<file path="src/rtl/pwm8_pkg.sv">
package pwm8_pkg;
  // ****************************************************************
  // register map
  // ****************************************************************
  localparam logic [11:0] CTRL_OFFSET    = 12'h000; // mode, action, prescale, direction
  localparam logic [11:0] COMPARE_OFFSET = 12'h004; // compare_value (buffered)
  localparam logic [11:0] COUNT_OFFSET   = 12'h008; // count_value, read only
  localparam logic [11:0] STATUS_OFFSET  = 12'h00C; // overflow_flag, compare_match_flag
  // ****************************************************************
  // control fields
  // ****************************************************************
  localparam int          CLK_SEL_LSB  = 0;
  localparam int          MODE_LSB     = 4;
  localparam int          ACTION_LSB   = 8;
  localparam int          PIN_DIR_BIT  = 12;
  localparam int          OVF_BIT      = 0;
  localparam int          CMP_BIT      = 1;
  localparam logic [31:0] CTRL_RESET   = 32'h0000_0000;
  localparam logic [7:0]  COMPARE_RESET = 8'h00;
  // ****************************************************************
  // counter limits
  // ****************************************************************
  localparam logic [7:0]  COUNT_MAX    = 8'hFF;
  localparam logic [7:0]  COUNT_BOTTOM = 8'h00;
  localparam int          FAST_PERIOD  = 256;
  localparam int          PHASE_PERIOD = 510;
  // ****************************************************************
  // encodings
  // ****************************************************************
  localparam logic [1:0]  MODE_NORMAL  = 2'h0;
  localparam logic [1:0]  MODE_PHASE   = 2'h1;
  localparam logic [1:0]  MODE_CTC     = 2'h2;
  localparam logic [1:0]  MODE_FAST    = 2'h3;
  localparam logic [1:0]  ACT_OFF      = 2'h0;
  localparam logic [1:0]  ACT_TOGGLE   = 2'h1;
  localparam logic [1:0]  ACT_NONINV   = 2'h2;
  localparam logic [1:0]  ACT_INV      = 2'h3;
  localparam int          PRESCALE_DIV_MAX = 1024;
endpackage

</file>
<file path="src/rtl/pwm8_timer.sv">
// Operation
// RULE1: fast mode counts up to MAX then wraps to BOTTOM on next tick.
// RULE2: fast mode sets overflow flag whenever counter reaches MAX.
// RULE3: fast mode action 2 non-inverted, action 3 inverted.
// RULE4: fast mode output changes at match, opposite level at wrap.
// RULE5: pin shows waveform only when its direction is output.
// RULE6: fast period is 256 ticks.
// RULE7: prescale selectable 1, 8, 32, 64, 128, 256, 1024.
// RULE8: fast mode compare at BOTTOM gives one-tick spike each period.
// RULE9: fast mode compare at MAX gives constant level by polarity.
// RULE10: fast mode action 1 toggles output on each match.
// RULE11: fast mode compare writes are double buffered.
// RULE12: mode 1 is phase-correct, counting up then down.
// RULE13: phase-correct holds MAX one tick then counts down.
// RULE14: phase-correct resolution fixed at 8 bits.
// RULE15: phase-correct clears on up match, sets on down match (non-inverting).
// RULE16: phase-correct action 2 non-inverted, action 3 inverted.
// RULE17: phase-correct sets overflow flag at BOTTOM.
// RULE18: phase-correct period is 510 ticks.
// RULE19: phase-correct compare BOTTOM constant low, MAX constant high.
// RULE20: phase-correct makes symmetry transition at BOTTOM without match.
// RULE21: phase-correct compare MAX gives down-match level at MAX.
// RULE22: timer tick is a clock enable on the bus clock.
// RULE23: mode 3 is fast PWM.
// RULE24: MAX is 0xFF, wrapping to 0x00.
// RULE25: action 0 disconnects output, pin under port control.
// RULE26: buffered compare loads into comparator at MAX.
module pwm8_timer (
  input  wire logic        pclk,             // bus and io clock
  input  wire logic        presetn,          // async reset, active low
  input  wire logic        psel,             // apb select
  input  wire logic        penable,          // apb access phase
  input  wire logic        pwrite,           // apb direction
  input  wire logic [11:0] paddr,            // apb byte address
  input  wire logic [31:0] pwdata,           // apb write data
  output logic      [31:0] prdata,           // apb read data
  output logic             pready,           // apb ready
  output logic             pslverr,          // apb error
  input  wire logic        port_data,        // normal port output level
  output logic             pin_out,          // pin level
  output logic             pin_oe,           // pin driver enable
  output logic             waveform_out,     // raw waveform register
  output logic             overflow_flag,    // sticky overflow
  output logic             compare_match_flag // sticky compare match
);
  // ****************************************************************
  // bus slave
  // ****************************************************************
  logic [2:0] clk_sel;
  logic [1:0] waveform_mode_sel;
  logic [1:0] output_action_sel;
  logic       pin_dir;
  logic [7:0] compare_value;
  logic [7:0] compare_active;
  logic [7:0] count_value;
  logic       count_down;
  logic       timer_tick;
  logic       wr_en;
  logic       rd_hit;

  assign pready  = 1'b1;
  assign wr_en   = psel && penable && pwrite;
  assign rd_hit  = (paddr == pwm8_pkg::CTRL_OFFSET) || (paddr == pwm8_pkg::COMPARE_OFFSET) ||
                   (paddr == pwm8_pkg::COUNT_OFFSET) || (paddr == pwm8_pkg::STATUS_OFFSET);
  assign pslverr = psel && penable && !rd_hit;

  always_ff @(posedge pclk or negedge presetn) begin
    if (!presetn) begin
      clk_sel           <= pwm8_pkg::CTRL_RESET[2:0];
      waveform_mode_sel <= pwm8_pkg::CTRL_RESET[5:4];
      output_action_sel <= pwm8_pkg::CTRL_RESET[9:8];
      pin_dir           <= pwm8_pkg::CTRL_RESET[12];
    end else if (wr_en && paddr == pwm8_pkg::CTRL_OFFSET) begin
      clk_sel           <= pwdata[pwm8_pkg::CLK_SEL_LSB +: 3];
      waveform_mode_sel <= pwdata[pwm8_pkg::MODE_LSB +: 2];
      output_action_sel <= pwdata[pwm8_pkg::ACTION_LSB +: 2];
      pin_dir           <= pwdata[pwm8_pkg::PIN_DIR_BIT];
    end
  end

  always_ff @(posedge pclk or negedge presetn) begin
    if (!presetn) begin
      compare_value <= pwm8_pkg::COMPARE_RESET;
    end else if (wr_en && paddr == pwm8_pkg::COMPARE_OFFSET) begin
      compare_value <= pwdata[7:0];
    end
  end

  always_ff @(posedge pclk or negedge presetn) begin
    if (!presetn) begin
      prdata <= 32'h0000_0000;
    end else if (psel && !penable && !pwrite) begin
      unique case (paddr)
        pwm8_pkg::CTRL_OFFSET:    prdata <= {19'h0_0000, pin_dir, 2'h0, output_action_sel,
                                             2'h0, waveform_mode_sel, 1'b0, clk_sel};
        pwm8_pkg::COMPARE_OFFSET: prdata <= {24'h00_0000, compare_value};
        pwm8_pkg::COUNT_OFFSET:   prdata <= {24'h00_0000, count_value};
        pwm8_pkg::STATUS_OFFSET:  prdata <= {30'h0000_0000, compare_match_flag, overflow_flag};
        default:                  prdata <= 32'h0000_0000;
      endcase
    end
  end

  // ****************************************************************
  // prescaler
  // ****************************************************************
  logic [9:0] prescale_cnt;
  logic [9:0] prescale_last;

  function automatic logic [9:0] prescale_limit(input logic [2:0] sel);
    unique case (sel)
      3'd1:    prescale_limit = 10'd0;
      3'd2:    prescale_limit = 10'd7;
      3'd3:    prescale_limit = 10'd31;
      3'd4:    prescale_limit = 10'd63;
      3'd5:    prescale_limit = 10'd127;
      3'd6:    prescale_limit = 10'd255;
      3'd7:    prescale_limit = 10'(pwm8_pkg::PRESCALE_DIV_MAX - 1);
      default: prescale_limit = 10'd0;
    endcase
  endfunction

  assign prescale_last = prescale_limit(clk_sel); // RULE7

  always_ff @(posedge pclk or negedge presetn) begin
    if (!presetn) begin
      prescale_cnt <= 10'h000;
      timer_tick   <= 1'b0;
    end else if (clk_sel == 3'd0) begin
      prescale_cnt <= 10'h000;
      timer_tick   <= 1'b0;
    end else if (prescale_cnt >= prescale_last) begin
      prescale_cnt <= 10'h000;
      timer_tick   <= 1'b1; // RULE22
    end else begin
      prescale_cnt <= prescale_cnt + 10'd1;
      timer_tick   <= 1'b0;
    end
  end

  // ****************************************************************
  // counter
  // ****************************************************************
  logic is_fast;
  logic is_phase;
  logic at_max;
  logic at_bottom;
  logic match;

  assign is_fast   = waveform_mode_sel == pwm8_pkg::MODE_FAST;  // RULE23
  assign is_phase  = waveform_mode_sel == pwm8_pkg::MODE_PHASE; // RULE12
  assign at_max    = count_value == pwm8_pkg::COUNT_MAX;        // RULE24
  assign at_bottom = count_value == pwm8_pkg::COUNT_BOTTOM;
  assign match     = count_value == compare_active;

  // 8-bit counter throughout: resolution does not depend on compare value
  always_ff @(posedge pclk or negedge presetn) begin
    if (!presetn) begin
      count_value <= pwm8_pkg::COUNT_BOTTOM;
      count_down  <= 1'b0;
    end else if (timer_tick) begin
      if (is_phase) begin
        if (!count_down && at_max) begin
          count_down  <= 1'b1; // RULE13
          count_value <= count_value - 8'd1;
        end else if (count_down && at_bottom) begin
          count_down  <= 1'b0; // RULE14 RULE18
          count_value <= count_value + 8'd1;
        end else if (count_down) begin
          count_value <= count_value - 8'd1;
        end else begin
          count_value <= count_value + 8'd1;
        end
      end else if (waveform_mode_sel == pwm8_pkg::MODE_CTC && match) begin
        count_value <= pwm8_pkg::COUNT_BOTTOM;
        count_down  <= 1'b0;
      end else begin
        count_value <= count_value + 8'd1; // RULE1 RULE6
        count_down  <= 1'b0;
      end
    end
  end

  // compare buffer: immediate outside pwm, latched at MAX in pwm
  always_ff @(posedge pclk or negedge presetn) begin
    if (!presetn) begin
      compare_active <= pwm8_pkg::COMPARE_RESET;
    end else if (!(is_fast || is_phase)) begin
      compare_active <= compare_value;
    end else if (timer_tick && at_max) begin
      compare_active <= compare_value; // RULE11 RULE26
    end
  end

  // ****************************************************************
  // flags
  // ****************************************************************
  logic ovf_evt;
  logic cmp_evt;
  logic stat_wr;

  assign ovf_evt = timer_tick && (is_phase ? (count_down && at_bottom) : at_max); // RULE2 RULE17
  assign cmp_evt = timer_tick && match;
  assign stat_wr = wr_en && paddr == pwm8_pkg::STATUS_OFFSET;

  // write one to clear; a new event wins over the clear
  always_ff @(posedge pclk or negedge presetn) begin
    if (!presetn) begin
      overflow_flag      <= 1'b0;
      compare_match_flag <= 1'b0;
    end else begin
      overflow_flag      <= ovf_evt || (overflow_flag && !(stat_wr && pwdata[pwm8_pkg::OVF_BIT]));
      compare_match_flag <= cmp_evt || (compare_match_flag && !(stat_wr && pwdata[pwm8_pkg::CMP_BIT]));
    end
  end

  // ****************************************************************
  // waveform
  // ****************************************************************
  logic inv;
  logic pwm_act;
  logic up_seen;
  logic next_wave;

  assign inv     = output_action_sel == pwm8_pkg::ACT_INV;
  assign pwm_act = output_action_sel[1];

  // remembers whether the up-count match happened this period
  always_ff @(posedge pclk or negedge presetn) begin
    if (!presetn) begin
      up_seen <= 1'b0;
    end else if (timer_tick && is_phase) begin
      if (count_down && at_bottom) begin
        up_seen <= 1'b0;
      end else if (!count_down && match && compare_active != pwm8_pkg::COUNT_MAX) begin
        up_seen <= 1'b1;
      end
    end
  end

  always_comb begin
    next_wave = waveform_out;
    if (timer_tick) begin
      if (is_fast) begin
        if (output_action_sel == pwm8_pkg::ACT_TOGGLE && match) begin
          next_wave = !waveform_out; // RULE10
        end else if (pwm_act) begin
          if (at_max) begin
            next_wave = !inv; // RULE4 RULE9
          end else if (match) begin
            next_wave = inv; // RULE3 RULE8
          end
        end
      end else if (is_phase && pwm_act) begin
        if (compare_active == pwm8_pkg::COUNT_MAX) begin
          next_wave = !inv; // RULE21 RULE19
        end else if (compare_active == pwm8_pkg::COUNT_BOTTOM) begin
          // turning point at BOTTOM: hold the matched level so the pin never spikes
          next_wave = inv; // RULE19
        end else if (count_down && at_bottom) begin
          next_wave = !inv; // RULE20
        end else if (match && !at_max) begin
          next_wave = count_down ? !inv : inv; // RULE15 RULE16 RULE19
        end else if (!count_down && !up_seen && at_max) begin
          next_wave = inv; // RULE20
        end
      end else if (!is_fast && !is_phase && match) begin
        unique case (output_action_sel)
          pwm8_pkg::ACT_TOGGLE: next_wave = !waveform_out;
          pwm8_pkg::ACT_NONINV: next_wave = 1'b0;
          pwm8_pkg::ACT_INV:    next_wave = 1'b1;
          default:              next_wave = waveform_out;
        endcase
      end
    end
  end

  always_ff @(posedge pclk or negedge presetn) begin
    if (!presetn) begin
      waveform_out <= 1'b0;
    end else begin
      waveform_out <= next_wave;
    end
  end

  // ****************************************************************
  // pin
  // ****************************************************************
  // toggle is reserved in phase-correct mode, so it leaves the pin to the port there
  logic connected;

  assign connected = output_action_sel != pwm8_pkg::ACT_OFF &&
                     !((is_fast || is_phase) && output_action_sel == pwm8_pkg::ACT_TOGGLE && is_phase);
  assign pin_out   = connected ? waveform_out : port_data; // RULE25
  assign pin_oe    = pin_dir; // RULE5
endmodule

</file>
<file path="config.mk">
export PLATFORM = sky130hd
export DESIGN_NAME = pwm8_timer
export DESIGN_NICKNAME = d
export VERILOG_FILES = /design/src/rtl/pwm8_pkg.sv /design/src/rtl/pwm8_timer.sv
export SDC_FILE = /design/constraint.sdc
export NUM_CORES = 1
export LEC_CHECK = 0
export BUFFER_PORTS_ARGS = -buffer_cell sky130_fd_sc_hd__buf_2
export CELL_PAD_IN_SITES_DETAIL_PLACEMENT = 0
export CELL_PAD_IN_SITES_GLOBAL_PLACEMENT = 1
export CORE_ASPECT_RATIO = 0.9
export CORE_MARGIN = 5
export CORE_UTILIZATION = 37
export CTS_CLUSTER_DIAMETER = 80
export DETAILED_ROUTE_END_ITERATION = 12
export PLACE_DENSITY_LB_ADDON = 0.1
export SETUP_SLACK_MARGIN = 0.4
export SLEW_MARGIN = 30
export SYNTH_ARGS = -nofsm -noshare
export SYNTH_HDL_FRONTEND = slang
export SYNTH_SLANG_ARGS = --single-unit
</file>
<file path="constraint.sdc">
create_clock -name pclk -period 2.1 [get_ports pclk]
set_input_delay 0.42 -clock pclk [delete_from_list [all_inputs] [get_ports pclk]]
set_output_delay 0.42 -clock pclk [all_outputs]
set_load 0.005 [all_outputs]
</file>
==> key figures, run 1 <==
Floorplanning
  – Die Span Y: 105 um
  – Die area: ~12000 um2
  – Die X: approximately 120 um
  – # IOs: a little under 90
  – Initial core utilization: between 30% and 40%
  – Std cell rows: 34
  – Core footprint: a little under 10000 um2

Min path
  – Tightest Hold Check Type: input port to async pin

Clock tree
  – Clock-pin slew on the worst setup and hold paths: 70 ps
  – Worst skew pair latency: roughly 350 ps
  – Num Clock Sinks: 59
  – TritonCTS clock tree: done
  – TritonCTS buffer count: 9
  – Max H-tree Level: 3
  – Clock Tree Root: clkbuf_8
  – Clk buf depth: 2

Place
  – PortBufs: 45
  – Gpl congestion: 0.786
  – Post-DP HPWL: roughly 7400 um
  – Setup WS pre-CTS: -51.7 ps

Global routing
  – Grt total ovfl: 0
  – Largest net degree at the start of global routing: 37
  – First-pass GRT wire length: around 17000 um
  – Vias in the first global route: about 3300
  – Initial antenna violation count: 0
  – Tot GR Track Use: approximately 17%

Layout
  – Synth-to-Final Area Change: 41.3%
  – Final Net Count: 561
  – Layout cells sized above 1: approximately 47%
  – # fillers: about 870
  – N_diodes: 0

Power and ir drop
  – VDD IR max: 0.000234 V
  – Leakage power: approximately 2.5 nW
  – Pwr dens: 470 nW/um2
  – Tot Pwr: between 2 and 2.5 mW

Yosys
  – Synth Register Bits: 59
  – Top cells by count, synth: 59 x dfrtp_1, 46 x nand2_1, 26 x mux2_2, 26 x nor2_1, 23 x buf_4
  – Mux contribution to synthesized area: a little under an eighth
  – Register area share after synthesis: between 30% and 40%
  – Mean Syn Cell Area: about 9.6 um2
  – FFs w/ async S/R, synth: 100%
  – Synthesized instance count: about 390
  – Simple-gate share of the synthesized area: 18.7%
  – Post-Syn Area: 3710 um2
  – Most instantiated library cell after synthesis: dfrtp_1
  – Xor-xnor portion of the synthesized cell area: between 3 and 4%
  – Synth warn: 0
  – Main synth FF type: dfrtp_1
  – Leading area contributor after synthesis: dfrtp_1
  – Post-Synth Adder-Cell Area: 4.38%
  – Synth top area cells: dfrtp_1 40%, mux2_2 7.9%, buf_4 4.6%, nand2_1 4.6%, ha_1 4.4%
  – Synth Area in Compound Gates: about 14%
  – Synth cell types: between 50 and 60
  – Synth top area share: roughly two fifths
  – Post-synth EDFFs: 0
  – Largest family of logic cells by synthesized area: simple AND/OR/NAND/NOR gates

Timing
  – Slew of the pin with the lowest slew margin: between 600 and 700 ps
  – Hold WS: about 64 ps
  – Slew HR: slightly below 60%
  – Max Slew Vio Count: 0
  – Fmax: between 400 and 500 MHz
  – Clock skew: ~7.4 ps
  – Final worst path period share: between 90 and 100%
  – RSZ-0062 raised after global routing: yes
  – Final setup viols: 0
  – Count of final hold-check violations: 0
  – Fin Setup TNS: 0 ps
  – Post-layout min period: 2030 ps
  – Fin worst setup slack: between 70 and 80 ps

Worst setup path
  – Crit path launch type: flip-flop
  – Required @ worst endpoint: roughly 2300 ps
  – WS Path Type: flip-flop to flip-flop
  – WP data arrival: roughly 2300 ps
  – Crit path max fanout: 3
  – Crit end category: flip-flop

Detailed routing
  – DRT Pass-1 Iters: 4
  – Routed WL per cell: 16.9 um
  – Total vias in the final route: 3217
  – Drt first-iter violations: about 160
  – Drt drc: 0
  – Routed wire length: 10600 um
  – ANT nets after route: 0
  – Post-DR vias/cell: approximately 5.1

Flow run
  – Number of max-cap violations: 0

Status
  – Status: finished clean
==> where the power goes <==
part           switching [mW]  internal, mW  total (mW)
logic                   0.131         0.125       0.255
clock network           0.490         0.575        1.06
registers             0.00619          1.14        1.15
total                   0.627          1.84        2.47
==> registers in the layout, summed over array words and instances, names as in the netlist <==
| signal | count |
|---|---|
| overflow_flag | 1 |
| up_seen | 1 |
| waveform_mode_sel | 2 |
| count_value | 8 |
| output_action_sel | 2 |
| prdata | 11 |
| count_down | 1 |
| compare_value | 8 |
| compare_match_flag | 1 |
| compare_active | 8 |
| waveform_out | 1 |
| pin_oe | 1 |
| clk_sel | 3 |
| timer_tick | 1 |
| prescale_cnt | 10 |
==> routing by layer <==
layer	routed length [um]	global-route usage (%)
met1	4700	22.8
met2	5380	29.8
met3	401	3.35
met4	142	3.98
met5	0	0
==> cell usage in the layout (no fill, tap or decap), types with 6 or more instances in the layout <==
cell type,Yosys,layout
a21oi_1,21,6
a21oi_2,0,13
buf_2,5,39
buf_4,23,65
buf_6,2,17
clkbuf_8,0,10
conb_1,2,22
dfrtp_1,59,50
dfrtp_2,0,9
ha_1,13,10
mux2_2,26,8
mux2_4,0,19
mux2i_1,9,8
nand2_1,46,45
nand3_1,13,10
nand4_1,7,7
nor2_1,26,23
o21ai_0,13,9
o31ai_1,8,8
xor2_1,11,10
==> area by class of cell <==
| type | instances | area, um2 | area share (%) |
|---|---|---|---|
| clock buffers | 11 | 141 | 2.69 |
| clock inverters | 5 | 52.6 | 1.00 |
| inverters | 7 | 26.3 | 0.501 |
| multi-input cells | 298 | 2470 | 47.0 |
| flip-flops and latches | 59 | 1490 | 28.4 |
| well taps | 126 | 158 | 3.00 |
| repair buffers | 123 | 915 | 17.4 |
==> worst paths after layout <==
| kind | from | end | slack [ps] | cells after the start |
|---|---|---|---|---|
| worst max-delay path | count_value[2]$_DFFE_PN0P_ | count_value[6]$_DFFE_PN0P_ | 70 | 8 |
| worst min-delay path | presetn | prdata[6]$_DFFE_PN0P_ | 60 | 2 |
| worst max register to register | count_value[2]$_DFFE_PN0P_ | count_value[6]$_DFFE_PN0P_ | 70 | 8 |
| worst min register to register | prdata[6]$_DFFE_PN0P_ | prdata[6]$_DFFE_PN0P_ | 470 | 2 |
| max in group asynchronous | presetn | output_action_sel[1]$_DFFE_PN0P_ | 1620 | 2 |
| min in group pclk | pwdata[12] | pin_oe$_DFFE_PN0P_ | 300 | 2 |
==> per-stage QoR <==
step	utilization, %	instance area [um2]	std cells
floorplan	-	4040	405
global route	53.9	5250	629
detailed placement	45.7	4450	577
CTS	51.2	4990	616
global placement	45.7	4450	577
finish	53.9	5250	629
==> critical path, cell delays in order, from the launching register on <==
cell and delay (ps):
dfrtp_2 440, xor2_2 190, nor4_4 370, buf_4 180, nand4b_1 170, buf_4 210
nand3_1 100, o2111a_1 210, nor3_1 50
==> kinds of logic (layout without fill, tap and decap cells) <==
logic type                 count (synthesis)  in the layout
DFF                                       59             59
xor gates and xnor gates                  16             16
adders and majority gates                 13             13
other                                      2             22
AOI/OAI and AO/OA                         71             72
muxes                                     38             38
and+or+nand+nor                          137            137
buffers and inverters                     49            146
==> timing repair <==
action,in CTS,in global routing
gates resized for setup,37,34
setup endpoints to repair,31,49
pin swaps,31,24
hold buffers,0,0
gates cloned,1,0
buffers inserted,22,13
No activity file was read; power rests on OpenSTA's default activity.
==> inputs of run 2 (changes only) <==
CTS_BUF_LIST = sky130_fd_sc_hd__clkbuf_4 sky130_fd_sc_hd__clkbuf_8 sky130_fd_sc_hd__clkbuf_16   (was unset)
==> run 2 against run 1 <==
Net effect:
- flip-flop and latch count unchanged
- register-to-register slack about the same
- hold slack unchanged
- global-route usage did not move
- setup slack unchanged
- clock skew did not move
- routed wire length about the same
- cell area barely moved
- combinational power about the same
- largest power group unchanged
- highest routed layer unchanged
- count of clock-buffer cells in the layout is the same
- die area did not move
- critical path type unchanged
==> key figures, run 2 (same netlist as run 1, synthesis figures left out) <==
Timing
  – Slew HR: 57.9% (unchanged)
  – Slew of the pin with the lowest slew margin: 630 ps (unchanged)
  – Clock skew: 7.43 ps (unchanged)
  – Hold WS: 64.4 ps (unchanged)
  – Count of final hold-check violations: 0 (unchanged)
  – Fin Setup TNS: 0 ps (unchanged)
  – Fmax: 494 MHz (unchanged)
  – Post-layout min period: 2030 ps (unchanged)
  – Final setup viols: 0 (unchanged)
  – RSZ-0062 raised after global routing: yes
  – Max Slew Vio Count: 0 (unchanged)
  – Final worst path period share: 96.4% (unchanged)

Floorplanning
  – Die X: 116 um (unchanged)
  – # IOs: 89 (unchanged)
  – Core footprint: 9740 um2 (unchanged)
  – Std cell rows: 34 (unchanged)
  – Initial core utilization: 38.1% (unchanged)
  – Die area: 12100 um2 (unchanged)
  – Die Span Y: 105 um (unchanged)

Worst setup path
  – Crit path max fanout: 3 (unchanged)
  – Crit end category: flip-flop
  – Most used cell along the critical path: buf_4
  – Slowest CP cell: dfrtp_2
  – Crit path max-delay family: simple AND/OR/NAND/NOR gates
  – Critical-path cell list: xor2_2, nor4_4, buf_4, nand4b_1, buf_4, nand3_1, o2111a_1, nor3_1
  – Crit path launch type: flip-flop
  – Buffer and inverter count on the worst path: 2 (unchanged)
  – Crit-path max cell delay: 440 ps (about the same)
  – WP data arrival: 2260 ps (about the same)
  – Required @ worst endpoint: 2330 ps (about the same)
  – WS Path Type: flip-flop to flip-flop

Global routing
  – Initial antenna violation count: 0 (unchanged)
  – First-pass GRT wire length: 16800 um (unchanged)
  – Vias in the first global route: 3262 (unchanged)
  – Grt total ovfl: 0 (unchanged)
  – Tot GR Track Use: 17.4% (unchanged)
  – Largest net degree at the start of global routing: 37 (unchanged)

Flow run
  – Number of max-cap violations: 0 (unchanged)

Power and ir drop
  – Tot Pwr: 2.48 mW (+0.52%)
  – VDD IR max: 0.000234 V (unchanged)
  – Switching share of power: 25.3% (-0.13 points)
  – Part of the power in the clock network: 43.5% (+0.3 points)
  – Seq pwr share: 46.2% (-0.3 points)
  – Int Pwr: 1.85 mW (+0.70%)
  – P_sw: 627 uW (about the same)
  – Combinational power share: 10.3% (about the same)
  – Pwr dens: 472 nW/um2 (+0.45%)
  – Leakage power: 2.51 nW (+0.14%)

Detailed routing
  – DRT Pass-1 Iters: 4 (unchanged)
  – ANT nets after route: 0 (unchanged)
  – Total vias in the final route: 3217 (unchanged)
  – Drt first-iter violations: 162 (unchanged)
  – Routed WL per cell: 16.9 um (about the same)
  – Drt drc: 0 (unchanged)
  – Post-DR vias/cell: 5.11 (unchanged)
  – Routed wire length: 10600 um (about the same)

Layout
  – # fillers: 870 (-0.23%)
  – Finished Core Util: 53.9% (about the same)
  – Final Net Count: 561 (unchanged)
  – Regs by FF count: prdata x11, prescale_cnt x10
  – Most common cell after layout, fill and taps aside: buf_4
  – Synth-to-Final Area Change: 41.4% (about the same)
  – Layout cells sized above 1: 47.5% (+0.20 points)
  – Max FFs per register: 11 (unchanged)
  – N_diodes: 0 (unchanged)
  – Top reg by flops: prdata
  – Final non-filler cell total: 629 (unchanged)
  – Most frequent cells in the layout: 65 x buf_4, 50 x dfrtp_1, 45 x nand2_1, 39 x buf_2, 23 x nor2_1

Clock tree
  – TritonCTS clock tree: done
  – Clk buf depth: 2 (unchanged)
  – Clock Tree Root: clkbuf_8
  – Hold buffers post-CTS: 0 (unchanged)
  – Worst skew pair latency: 350 ps (about the same)
  – Max H-tree Level: 3 (unchanged)
  – Num Clock Sinks: 59 (unchanged)
  – Clock-pin slew on the worst setup and hold paths: 70 ps (about the same)
  – TritonCTS buffer count: 9 (unchanged)

Status
  – Status: finished clean

Min path
  – Tightest Hold Check Type: input port to async pin

Place
  – Gpl congestion: 0.786 (unchanged)
  – Post-DP HPWL: 7400 um (unchanged)
  – PortBufs: 45 (unchanged)
  – Placed insts: 577 (unchanged)
run 2: final cells by class:
type / instances / area (um2) / share of cell area [%]
clock buffers: 11 / 145 / 2.76
clock inverters: 5 / 52.6 / 1.00
inverters: 7 / 26.3 / 0.500
multi-input cells: 298 / 2470 / 47.0
flip-flops and latches: 59 / 1490 / 28.3
well taps: 126 / 158 / 3.00
repair buffers: 123 / 915 / 17.4
run 2: final timing paths:
path	start	to	slack (ps)	depth (start not counted)
hold reg to reg	prdata[6]$_DFFE_PN0P_	prdata[6]$_DFFE_PN0P_	470	2
max in group asynchronous	presetn	output_action_sel[1]$_DFFE_PN0P_	1620	2
setup reg to reg	count_value[2]$_DFFE_PN0P_	count_value[6]$_DFFE_PN0P_	70	8
setup / recovery	count_value[2]$_DFFE_PN0P_	count_value[6]$_DFFE_PN0P_	70	8
min in group pclk	pwdata[12]	pin_oe$_DFFE_PN0P_	300	2
hold / removal	presetn	prdata[6]$_DFFE_PN0P_	60	2
run 2: metal layers:
| layer | routed length [um] | vias to the layer above | track usage (%) |
|---|---|---|---|
| met2 | 5380 | 62 | 29.8 |
| met1 | 4700 | 1584 | 22.8 |
| met4 | 142 | 0 | 3.98 |
| met3 | 401 | 14 | 3.35 |
| met5 | 0 | - | 0 |
| li1 | - | 1557 | - |
run 2: power groups by stage:
stage	registers [mW]	clock network [mW]	logic (mW)
2_1_floorplan	1.17	0	0.109
3_3_place_gp	1.17	0	0.175
3_5_place_dp	1.17	0	0.177
4_1_cts	1.14	1.11	0.222
5_1_grt	1.15	1.15	0.279
6_report	1.15	1.08	0.255
run 2: repair_timing:
action	4_1_cts	5_1_grt
pin swaps	31	24
setup buffers	22	13
gates resized for setup	37	34
gates cloned	1	0
setup endpoints to repair	31	49
run 2: stage by stage:
stage          instance area [um2]  setup slack [ps]
2_1_floorplan                 4040               156
3_3_place_gp                  4450             -32.7
3_5_place_dp                  4450             -51.7
4_1_cts                       4990               111
5_1_grt                       5250              2.79
6_report                      5250              74.9
==> inputs of run 3 (changes only) <==
CORE_UTILIZATION = 35   (was 37)
CTS_BUF_LIST = sky130_fd_sc_hd__clkbuf_8   (was sky130_fd_sc_hd__clkbuf_4 sky130_fd_sc_hd__clkbuf_8 sky130_fd_sc_hd__clkbuf_16)
==> run 3 against run 2 <==
Net effect:
- sequential power is essentially flat
- die area grew 5.2%
- non-clock buffer count shrank 5
- clock power shrank 14%
- hold slack gained 2.2 ps
- first-iteration DRC count shrank 28%
- highest routed layer unchanged
- maximum frequency grew 1.2%
- core utilization shrank 4.5 points
- critical path depth is the same
- largest power group unchanged
- sequential share of layout area grew 0.81 points
- critical path type unchanged
==> key figures, run 3 (same netlist as run 1, synthesis figures left out) <==
Timing
  – Fin worst setup slack: 98.7 ps (+23.8 ps)
  – Slew HR: 55.5% (-2.3 points)
  – Fmax: 500 MHz (+1.2%)
  – Fin Setup TNS: 0 ps (unchanged)
  – Final setup viols: 0 (unchanged)
  – Post-layout min period: 2000 ps (-23.8 ps)
  – Count of final hold-check violations: 0 (unchanged)
  – RSZ-0062 raised after global routing: yes
  – Final worst path period share: 95.3% (-1.1 points)
  – Slew of the pin with the lowest slew margin: 665 ps (+35.1 ps)
  – Max Slew Vio Count: 0 (unchanged)
  – Clock skew: 11.0 ps (+3.55 ps)

Detailed routing
  – Drt drc: 0 (unchanged)
  – DRT Pass-1 Iters: 4 (unchanged)
  – Post-DR vias/cell: 5.03 (-1.7%)
  – Total vias in the final route: 3138 (-2.5%)
  – ANT nets after route: 0 (unchanged)
  – Drt first-iter violations: 117 (-28%)
  – Routed wire length: 10300 um (-3.3%)
  – Routed WL per cell: 16.5 um (-2.6%)

Worst setup path
  – Reg2reg start: count_value[6]$_DFFE_PN0P_
  – Crit path launch type: flip-flop
  – Launch point of the worst path: count_value[6]$_DFFE_PN0P_
  – WP data arrival: 2220 ps (-40 ps)
  – Required @ worst endpoint: 2320 ps (about the same)
  – Crit end category: flip-flop
  – Crit path max fanout: 4 (+1)
  – WS Path Type: flip-flop to flip-flop

Layout
  – # fillers: 968 (+11%)
  – Most common cell after layout, fill and taps aside: buf_4
  – Synth-to-Final Area Change: 36.8%
  – Layout cells sized above 1: 44.6% (-2.9 points)
  – Most frequent cells in the layout: 61 x buf_4, 55 x dfrtp_1, 44 x nand2_1, 40 x buf_2, 23 x nor2_1
  – Top reg by flops: prdata
  – Final non-filler cell total: 624 (-0.79%)
  – Final Net Count: 555 (-1.1%)
  – Max FFs per register: 11 (unchanged)
  – Regs by FF count: prdata x11, prescale_cnt x10
  – N_diodes: 0 (unchanged)

Global routing
  – Initial antenna violation count: 0 (unchanged)
  – Grt total ovfl: 0 (unchanged)
  – Vias in the first global route: 3125 (-4.2%)
  – Largest net degree at the start of global routing: 38 (+2.7%)
  – First-pass GRT wire length: 16500 um (-1.5%)
  – Tot GR Track Use: 16.4% (-1.0 points)

Place
  – Setup WS pre-CTS: 19.4 ps (+71.1 ps)
  – PortBufs: 45 (unchanged)
  – Placed insts: 584 (+1.2%)
  – Gpl congestion: 0.791 (+0.62%)
  – Post-DP HPWL: 7510 um (+1.4%)

Clock tree
  – TritonCTS clock tree: done
  – Clock Tree Root: clkbuf_8
  – TritonCTS buffer count: 9 (unchanged)
  – Worst skew pair latency: 350 ps (about the same)
  – Max H-tree Level: 3 (unchanged)
  – Clock-pin slew on the worst setup and hold paths: 60 ps (about the same)
  – Num Clock Sinks: 59 (unchanged)
  – Hold buffers post-CTS: 0 (unchanged)
  – Clk buf depth: 2 (unchanged)

Floorplanning
  – Initial core utilization: 36.1% (-2.0 points)
  – # IOs: 89 (unchanged)
  – Core footprint: 10300 um2 (+5.6%)
  – Die area: 12800 um2 (+5.2%)
  – Die X: 119 um (+2.6%)
  – Std cell rows: 35 (+2.9%)
  – Die Span Y: 108 um (+2.5%)

Power and ir drop
  – Tot Pwr: 2.30 mW (-7.2%)
  – VDD IR max: 0.000323 V (+38%)
  – Leakage power: 2.47 nW (-1.6%)
  – Pwr dens: 453 nW/um2 (-4.1%)

Min path
  – Tightest Hold Check Type: input port to async pin

Status
  – Status: finished clean

Flow run
  – Number of max-cap violations: 0 (unchanged)
[run 3: path summary, 6_finish.rpt]
path	endpoint	slack, ps	depth (start not counted)
max in group asynchronous	output_action_sel[1]$_DFFE_PN0P_	1410	2
min reg2reg	prdata[5]$_DFFE_PN0P_	470	2
min in group pclk	compare_value[6]$_DFFE_PN0P_	300	2
max reg2reg	count_value[6]$_DFFE_PN0P_	100	8
min	prdata[3]$_DFFE_PN0P_	70	1
max	count_value[6]$_DFFE_PN0P_	100	8
[run 3: timing repair]
item	4_1_cts	5_1_grt
pin swaps	19	20
setup buffers	12	14
setup endpoints to repair	31	48
endpoints found under the hold margin	0	0
resized for setup	24	22
[run 3: critical path: stages, from the launching register on]
cell      delay [ps]
dfrtp_1          430
xor2_1           190
nor4_2           270
buf_4            180
buf_6             90
nand4b_1         180
buf_4            200
a221oi_1         250
nor3_1            90
[run 3: cell type report]
cell class,instances,area [um2],share of cell area (%)
Timing Repair Buffer,118,893,17.6
Inverter,7,26.3,0.517
Tap cell,129,161,3.17
Clock inverter,3,15.0,0.295
Clock buffer,11,151,2.98
Multi-Input combinational cell,297,2350,46.3
Sequential cell,59,1480,29.1
[run 3: per-layer routing]
layer	routed length [um]	GRT usage [%]	vias to the layer above
met5	0	0	-
met4	136	5.59	0
met3	371	3.84	11
met2	5220	28.5	51
met1	4550	20.0	1531
li1	-	-	1545
[run 3: metrics by stage]
stage                     hold WS, ps  cell area, um2  util, %
after floorplan                   124            4040        -
after global placement            445            4520     43.9
after detailed placement          455            4520     43.9
after CTS                        62.4            4890     47.5
after global routing             92.1            5080     49.4
final                            66.7            5080     49.4
[run 3: power breakdown]
part | total (mW) | switching, mW | leakage [nW] | internal, mW
combinational | 0.229 | 0.120 | 1.57 | 0.109
sequential | 1.15 | 0.00610 | 0.812 | 1.14
clock | 0.926 | 0.453 | 0.0908 | 0.473
